`config.mk`:
```
export PLATFORM = sky130hd
export DESIGN_NAME = remote_carrier_generator
export DESIGN_NICKNAME = d
export VERILOG_FILES = /design/src/design/carrier_pkg.sv /design/src/design/remote_carrier_generator.sv
export SDC_FILE = /design/constraint.sdc
export NUM_CORES = 1
export LEC_CHECK = 0
export ABC_AREA = 0
export BUFFER_PORTS_ARGS = -buffer_cell sky130_fd_sc_hd__buf_2
export CORE_MARGIN = 5
export CORE_UTILIZATION = 64
export DETAILED_ROUTE_END_ITERATION = 16
export GPL_TIMING_DRIVEN = 0
export PLACE_DENSITY = 0.83
export SYNTH_ARGS = -nofsm -noshare
export SYNTH_HDL_FRONTEND = slang
export SYNTH_SLANG_ARGS = --single-unit
```
`constraint.sdc`:
```
create_clock -name clock -period 3.7 [get_ports clock]
set_input_delay 0.74 -clock clock [delete_from_list [all_inputs] [get_ports clock]]
set_output_delay 0.74 -clock clock [all_outputs]
set_load 0.02 [all_outputs]
```
`src/design/carrier_pkg.sv`:
```
// Constants, register map and types of the remote carrier generator
package carrier_pkg;

    // ==========================================================
    // Widths and timing
    localparam int ADDR_W = 4;
    localparam int DATA_W = 8;
    localparam int WIDTH_W = 9;
    localparam int STEP_CYCLES = 64;
    localparam int STEP_W = 6;
    localparam logic [STEP_W-1:0] STEP_LAST = 6'(STEP_CYCLES - 1);
    localparam int EVT_W = 2;

    // ==========================================================
    // Register offsets
    localparam logic [ADDR_W-1:0] TIMER_LOW_OFS = 4'h0;
    localparam logic [ADDR_W-1:0] TIMER_CTRL_OFS = 4'h1;
    localparam logic [ADDR_W-1:0] LOW_WIDTH_OFS = 4'h2;
    localparam logic [ADDR_W-1:0] LOW_WIDTH_UP_OFS = 4'h3;
    localparam logic [ADDR_W-1:0] HIGH_WIDTH_OFS = 4'h4;
    localparam logic [ADDR_W-1:0] HIGH_WIDTH_UP_OFS = 4'h5;
    localparam logic [ADDR_W-1:0] IRQ_STATUS_OFS = 4'h6;
    localparam logic [ADDR_W-1:0] IRQ_CLEAR_OFS = 4'h7;
    localparam logic [ADDR_W-1:0] IRQ_ENABLE_OFS = 4'h8;

    // ==========================================================
    // Field positions
    localparam int TOP_BIT_POS = 0;
    localparam int ENABLE_POS = 1;
    localparam int CARRIER_OFF_POS = 1;
    localparam int END_FLAG_POS = 7;
    localparam int EVT_END_POS = 0;
    localparam int EVT_START_POS = 1;

    // ==========================================================
    // Reset values
    localparam logic CARRIER_OFF_RST = 1'b1;
    localparam logic END_FLAG_RST = 1'b1;

    // ==========================================================
    // Types
    typedef enum logic [1:0] {PH_IDLE, PH_LOW, PH_HIGH} phase_t;

    typedef struct packed {
        logic [ADDR_W-1:0] addr;
        logic [DATA_W-1:0] wdata;
        logic wr;
        logic rd;
    } regReq_t;

    typedef struct packed {
        logic [7:0] timerLow;
        logic timerTop;
        logic timerEn;
        logic endFlag;
        logic [WIDTH_W-1:0] counter;
        logic [STEP_W-1:0] prescale;
        logic [WIDTH_W-1:0] lowWidth;
        logic [WIDTH_W-1:0] highWidth;
        logic carrierOff;
        phase_t phase;
        logic [WIDTH_W-1:0] phaseCnt;
        logic [EVT_W-1:0] irqStatus;
        logic [EVT_W-1:0] irqEnable;
        logic [DATA_W-1:0] readData;
        logic pin;
        logic irq;
    } carrierState_t;

endpackage

```
`src/design/remote_carrier_generator.sv`:
```
// Remote-control carrier generator gated by a 9-bit step timer
// ==============================================================
// Overview of operation
// - Nine-bit high width and low width, each in a register pair
// - Bit above the nine-bit low width always reads zero
// - Low phase lasts low width plus one, high phase high width plus one
// - Carrier reaches the pin only while the carrier-off bit is zero
// - Enabling the timer starts the carrier with its low phase
// - A high phase in progress completes before the pin goes low
// - Pin is low after reset
// - Enable off: low; enable with carrier off: high; else carrier
// - Count zero with timer enabled gives one step of 64 cycles
// - Timer-end flag set holds the pin low
// - Timer counts down once per 64 cycles; gate lasts count plus one
// - Timer stops and sets end flag at zero; clearing enable stops it with flag clear
// - Low byte write stores; control write loads counter, clears flag
// - Enable off then on reloads the stored count and restarts
`timescale 1ns/10ps
`default_nettype none

module remote_carrier_generator (
    input wire logic clock,
    input wire logic rstn,
    input wire carrier_pkg::regReq_t busReq,
    output logic [carrier_pkg::DATA_W-1:0] readData,
    output logic carrierOutPin,
    output logic irq
);
    import carrier_pkg::*;

    // ==========================================================
    // Reset release
    logic rstMeta_ff;
    logic rstSync_ff;

    always_ff @(posedge clock or negedge rstn) begin
        if (!rstn) begin
            rstMeta_ff <= 1'b0;
            rstSync_ff <= 1'b0;
        end else begin
            rstMeta_ff <= 1'b1;
            rstSync_ff <= rstMeta_ff;
        end
    end

    // ==========================================================
    // State
    carrierState_t state_ff;
    carrierState_t nxt_state;
    logic running;
    logic carrierGate;
    logic ctrlWrite;
    logic [EVT_W-1:0] events;
    logic [EVT_W-1:0] clearMask;

    assign running = state_ff.timerEn & ~state_ff.endFlag;
    assign carrierGate = running & ~state_ff.carrierOff;
    assign ctrlWrite = busReq.wr && busReq.addr == TIMER_CTRL_OFS;

    always_comb begin
        nxt_state = state_ff;
        events = '0;
        clearMask = '0;

        // Register writes
        if (busReq.wr) begin
            case (busReq.addr)
                TIMER_LOW_OFS: begin
                    nxt_state.timerLow = busReq.wdata;
                end
                LOW_WIDTH_OFS: begin
                    nxt_state.lowWidth[7:0] = busReq.wdata;
                end
                LOW_WIDTH_UP_OFS: begin
                    nxt_state.lowWidth[8] = busReq.wdata[TOP_BIT_POS];
                end
                HIGH_WIDTH_OFS: begin
                    nxt_state.highWidth[7:0] = busReq.wdata;
                end
                HIGH_WIDTH_UP_OFS: begin
                    nxt_state.highWidth[8] = busReq.wdata[TOP_BIT_POS];
                    nxt_state.carrierOff = busReq.wdata[CARRIER_OFF_POS];
                end
                IRQ_CLEAR_OFS: begin
                    clearMask = busReq.wdata[EVT_W-1:0];
                end
                IRQ_ENABLE_OFS: begin
                    nxt_state.irqEnable = busReq.wdata[EVT_W-1:0];
                end
                default: begin
                end
            endcase
        end

        // Step timer; stopped while enable is clear or the end flag is set; the control write reloads it
        if (running) begin
            nxt_state.prescale = state_ff.prescale + 6'h01;
            if (state_ff.prescale == STEP_LAST) begin
                if (state_ff.counter == '0) begin
                    nxt_state.endFlag = 1'b1;
                    events[EVT_END_POS] = 1'b1;
                end else begin
                    nxt_state.counter = state_ff.counter - 9'h001;
                end
            end
        end

        // Control write reloads the counter, covering 1-0-1 restarts
        if (ctrlWrite) begin
            nxt_state.timerTop = busReq.wdata[TOP_BIT_POS];
            nxt_state.timerEn = busReq.wdata[ENABLE_POS];
            nxt_state.counter = {busReq.wdata[TOP_BIT_POS],
                state_ff.timerLow};
            nxt_state.endFlag = 1'b0;
            nxt_state.prescale = '0;
            events[EVT_START_POS] = busReq.wdata[ENABLE_POS];
        end

        // Carrier phases share one down counter
        case (state_ff.phase)
            PH_IDLE: begin
                if (carrierGate) begin
                    nxt_state.phase = PH_LOW;
                    nxt_state.phaseCnt = state_ff.lowWidth;
                end
            end
            PH_LOW: begin
                if (!carrierGate) begin
                    nxt_state.phase = PH_IDLE;
                end else if (state_ff.phaseCnt == '0) begin
                    nxt_state.phase = PH_HIGH;
                    nxt_state.phaseCnt = state_ff.highWidth;
                end else begin
                    nxt_state.phaseCnt = state_ff.phaseCnt - 9'h001;
                end
            end
            PH_HIGH: begin
                // Gate drop is ignored until the high phase has run out
                if (state_ff.phaseCnt != '0) begin
                    nxt_state.phaseCnt = state_ff.phaseCnt - 9'h001;
                end else if (carrierGate) begin
                    nxt_state.phase = PH_LOW;
                    nxt_state.phaseCnt = state_ff.lowWidth;
                end else begin
                    nxt_state.phase = PH_IDLE;
                end
            end
            default: begin
                nxt_state.phase = PH_IDLE;
            end
        endcase

        // Pin follows the next state so it can leave a flip-flop
        nxt_state.pin = (nxt_state.timerEn & ~nxt_state.endFlag
            & nxt_state.carrierOff)
            | (nxt_state.phase == PH_HIGH);

        // Set wins over a clear in the same cycle
        nxt_state.irqStatus = (state_ff.irqStatus & ~clearMask) | events;
        nxt_state.irq = |(nxt_state.irqStatus & nxt_state.irqEnable);

        // Read data stands in the cycle after the strobe only
        nxt_state.readData = '0;
        if (busReq.rd) begin
            case (busReq.addr)
                TIMER_LOW_OFS: nxt_state.readData = state_ff.timerLow;
                TIMER_CTRL_OFS: begin
                    nxt_state.readData[END_FLAG_POS] = state_ff.endFlag;
                    nxt_state.readData[ENABLE_POS] = state_ff.timerEn;
                    nxt_state.readData[TOP_BIT_POS] = state_ff.timerTop;
                end
                LOW_WIDTH_OFS: nxt_state.readData = state_ff.lowWidth[7:0];
                LOW_WIDTH_UP_OFS: begin
                    nxt_state.readData[TOP_BIT_POS] = state_ff.lowWidth[8];
                end
                HIGH_WIDTH_OFS: begin
                    nxt_state.readData = state_ff.highWidth[7:0];
                end
                HIGH_WIDTH_UP_OFS: begin
                    nxt_state.readData[TOP_BIT_POS] = state_ff.highWidth[8];
                    nxt_state.readData[CARRIER_OFF_POS] = state_ff.carrierOff;
                end
                IRQ_STATUS_OFS: begin
                    nxt_state.readData[EVT_W-1:0] = state_ff.irqStatus;
                end
                IRQ_ENABLE_OFS: begin
                    nxt_state.readData[EVT_W-1:0] = state_ff.irqEnable;
                end
                default: nxt_state.readData = '0;
            endcase
        end
    end

    always_ff @(posedge clock or negedge rstSync_ff) begin
        if (!rstSync_ff) begin
            state_ff <= '0;
            state_ff.carrierOff <= CARRIER_OFF_RST;
            state_ff.endFlag <= END_FLAG_RST;
            state_ff.phase <= PH_IDLE;
        end else begin
            state_ff <= nxt_state;
        end
    end

    assign readData = state_ff.readData;
    assign carrierOutPin = state_ff.pin;
    assign irq = state_ff.irq;
endmodule

`default_nettype wire

```
==> results.md <==
- EDFF count, synth: 0
- Biggest area contributors in the synthesized netlist: sky130_fd_sc_hd__dfrtp_1 42%, sky130_fd_sc_hd__mux2_2 8.1%, sky130_fd_sc_hd__ha_1 2.7%, sky130_fd_sc_hd__nand2_1 2.7%, sky130_fd_sc_hd__a21oi_1 2.2%
- Warnings, synthesis: 0
- Max Slew Vio Count: 0
- Required time of the critical path: 3.89 ns
- Clock transition at the registers of the reported paths: 0.07 ns
- Length of the first detailed-routing pass in iterations: 5
- Area Overhead vs Synth: 10.8%
- Start-to-end type of the worst setup path: flop to flop
- Number of CTS-inserted buffers: 9
- Cell area power density: 642 nW/um2
- Quantity of I/O buffers inserted on ports: 22
- Worst-path fanout max: 4
- Post-synthesis area per instance: 10.3 um2
- Crit end category: flop
- Setup repair after global routing missed its margin: false
- Final setup violation count: 0
- Post-detailed-route DRC marker count: 0
- Asr flop ratio synth: 1.00
- Number of antenna-violating nets in the routed design: 0
- Number of filler cells placed in the layout: 444
- Final period util: 0.608
- Register cell area after layout: 1810 um2
- Ranking of synthesized cells by instance count: 70 x sky130_fd_sc_hd__dfrtp_1, 30 x sky130_fd_sc_hd__mux2_2, 30 x sky130_fd_sc_hd__nand2_1
- Worst VDD drop: 501 uV
- Post-Synthesis Net Count: 431
- Worst Reg-to-Reg Cells: 6
- Most frequently used cell type in the post-synthesis netlist: sky130_fd_sc_hd__dfrtp_1
- Summed negative setup slack over all endpoints: 0 ns
- Clock insertion delay at the later pin of the skew report: 0.35 ns
- Transition at the pin with the smallest max-transition slack: 0.870 ns
- Arrival time worst endpoint: 2.44 ns
- Ys flop type: sky130_fd_sc_hd__dfrtp_1
- FF+latch count, synth: 72
- Post-synth top area cell: sky130_fd_sc_hd__dfrtp_1
- Largest net degree at the start of global routing: 71
- Overall overflow remaining after global route: 0
- Overall power consumption: 2.97 mW
- Proportion of synthesized chip area in sequential cells: 0.432
- NumNets Final: 464
- Area of the die: 8240 um2
- Number of hold violations in the final report: 0
- Setup fix buffers added after clock tree synthesis: 0
- Footprint of the multi-input gates: 2120 um2
- Number of global-route vias before repair: 3367
- HPWL reported at the end of detailed placement: 6960 um
- CTS resizes: 0
- Quantity of hold-fixing buffers added after cts: 0
- Worst min-delay path category: input pin to asynchronous set/reset pin
- Clock root buffer master: sky130_fd_sc_hd__clkbuf_8
- Vias per cell: 6.56
- Total number of placement rows: 29
- Antenna diodes: 0
- Minimum period implied by the final worst setup slack: 2.25 ns
- Fraction of final layout cells sized beyond drive strength 1: 0.245
- Top cell type's share of synthesized area: 0.419
- Clk sinks: 72
- DR vias: 3419
- Worst clock skew: 0.00735 ns
- Final wirelength: 9880 um
- Number of top-level pins: 26
- Max-slew headroom at the worst pin: 0.420
- First-pass GRT wire length: 16800 um
- Bufs on Longest Clock Path: 2
- Unique masters post-synth: 72
- Total routing usage reported by global routing: 0.250
- Core ar.: 6350 um2
- Critical path launch point type: flop
- Count of mapped cells out of synthesis: 406
- Initial core utilization: 0.658
- Global placement routability congestion: 0.964
- Die width: 90.8 um
- Worst hold slack after final layout: 0.160 ns
- Initial drt markers: 236
- Static power due to leakage: 1.94 nW
- Max-cap violations: 0
- Run status: finished, final reports clean
- Routed wire length per instance: 19.0 um
- Maximum clock frequency: 444 MHz
- TritonCTS clock tree: yes
- H-tree Lvls: 3
- Antenna violations before repair: 0
- Die height: 90.8 um
- Cell area after synthesis: 4180 um2
## stage by stage
| stage | utilization | cell area, um2 | instances | worst slack (ns) |
|---|---|---|---|---|
| finish | 0.729 | 4630 | 521 | 1.45 |
| global route | 0.729 | 4630 | 521 | 1.26 |
| detailed placement | 0.691 | 4390 | 505 | 1.19 |
| CTS | 0.729 | 4630 | 521 | 1.50 |
| global placement | 0.690 | 4380 | 505 | 0.848 |
| floorplan | - | 4180 | 406 | 1.55 |
## state kept, by name (all words and copies together), names as in the netlist
signal	cells
rstMeta_ff	1
readData	8
irq	1
rstSync_ff	1
carrierOutPin	1
state_ff	60
## where the power goes
| group | total, mW | internal [mW] | switching [mW] |
|---|---|---|---|
| combinational | 1.01 | 0.465 | 0.543 |
| sequential | 1.24 | 0.997 | 0.244 |
| clock | 0.722 | 0.436 | 0.286 |
## layout make-up
class	count	area share
Multi-Input combinational cell	285	0.458
Sequential cell	72	0.391
Buffer	34	0.0427
Clock buffer	12	0.0357
Timing Repair Buffer	22	0.0238
Tap cell	77	0.0208
Clock inverter	4	0.0160
Inverter	15	0.0122
## final timing paths
kind	start	endpoint	slack, ns
setup / recovery	state_ff[51]	state_ff[54]	1.45
min in group clock	rstMeta_ff	rstSync_ff	0.36
hold / removal	rstn	rstSync_ff	0.16
hold reg to reg	rstMeta_ff	rstSync_ff	0.36
max in group asynchronous	rstSync_ff	state_ff[22]	2.69
setup reg to reg	state_ff[51]	state_ff[54]	1.45
## kinds of logic (layout without fill, tap and decap cells)
| family | count (synthesis) | in the layout | share of synthesized area |
|---|---|---|---|
| buffers and inverters | 49 | 87 | 0.0608 |
| adder cells (fa/ha/maj) | 9 | 9 | 0.0270 |
| AO/OA/AOI/OAI | 108 | 108 | 0.190 |
| AND/OR/NAND/NOR | 117 | 117 | 0.161 |
| other | 1 | 1 | 0.000898 |
| multiplexers | 39 | 39 | 0.105 |
| flip-flops | 72 | 72 | 0.432 |
| XOR/XNOR | 11 | 11 | 0.0231 |
## placed cells by master, fill, tap and decap left out, drive strengths merged, types with 10 or more instances in the layout
master / synthesis / layout
a21oi: 18 / 18
a31oi: 10 / 10
buf: 21 / 43
clkbuf: 13 / 25
dfrtp: 70 / 70
inv: 15 / 16
mux2: 30 / 30
nand2: 30 / 30
nor2: 22 / 22
o21ai: 13 / 13
o31ai: 12 / 12
## layer usage
| layer | GRT usage | vias to the layer above | routed length [um] |
|---|---|---|---|
| met2 | 0.405 | 130 | 4940 |
| li1 | - | 1574 | - |
| met1 | 0.332 | 1687 | 4180 |
| met3 | 0.0450 | 28 | 553 |
| met5 | 0 | - | 0 |
| met4 | 0.0966 | 0 | 216 |
## worst max-delay path, stage by stage (launching register included)
cell and delay (ns):
sky130_fd_sc_hd__dfrtp_1 0.41, sky130_fd_sc_hd__inv_1 0.12, sky130_fd_sc_hd__ha_1 0.22, sky130_fd_sc_hd__or3b_2 0.50
sky130_fd_sc_hd__a2111oi_0 0.59, sky130_fd_sc_hd__xnor2_1 0.19, sky130_fd_sc_hd__o21ai_0 0.08
Power figures use the tool's default switching activity.
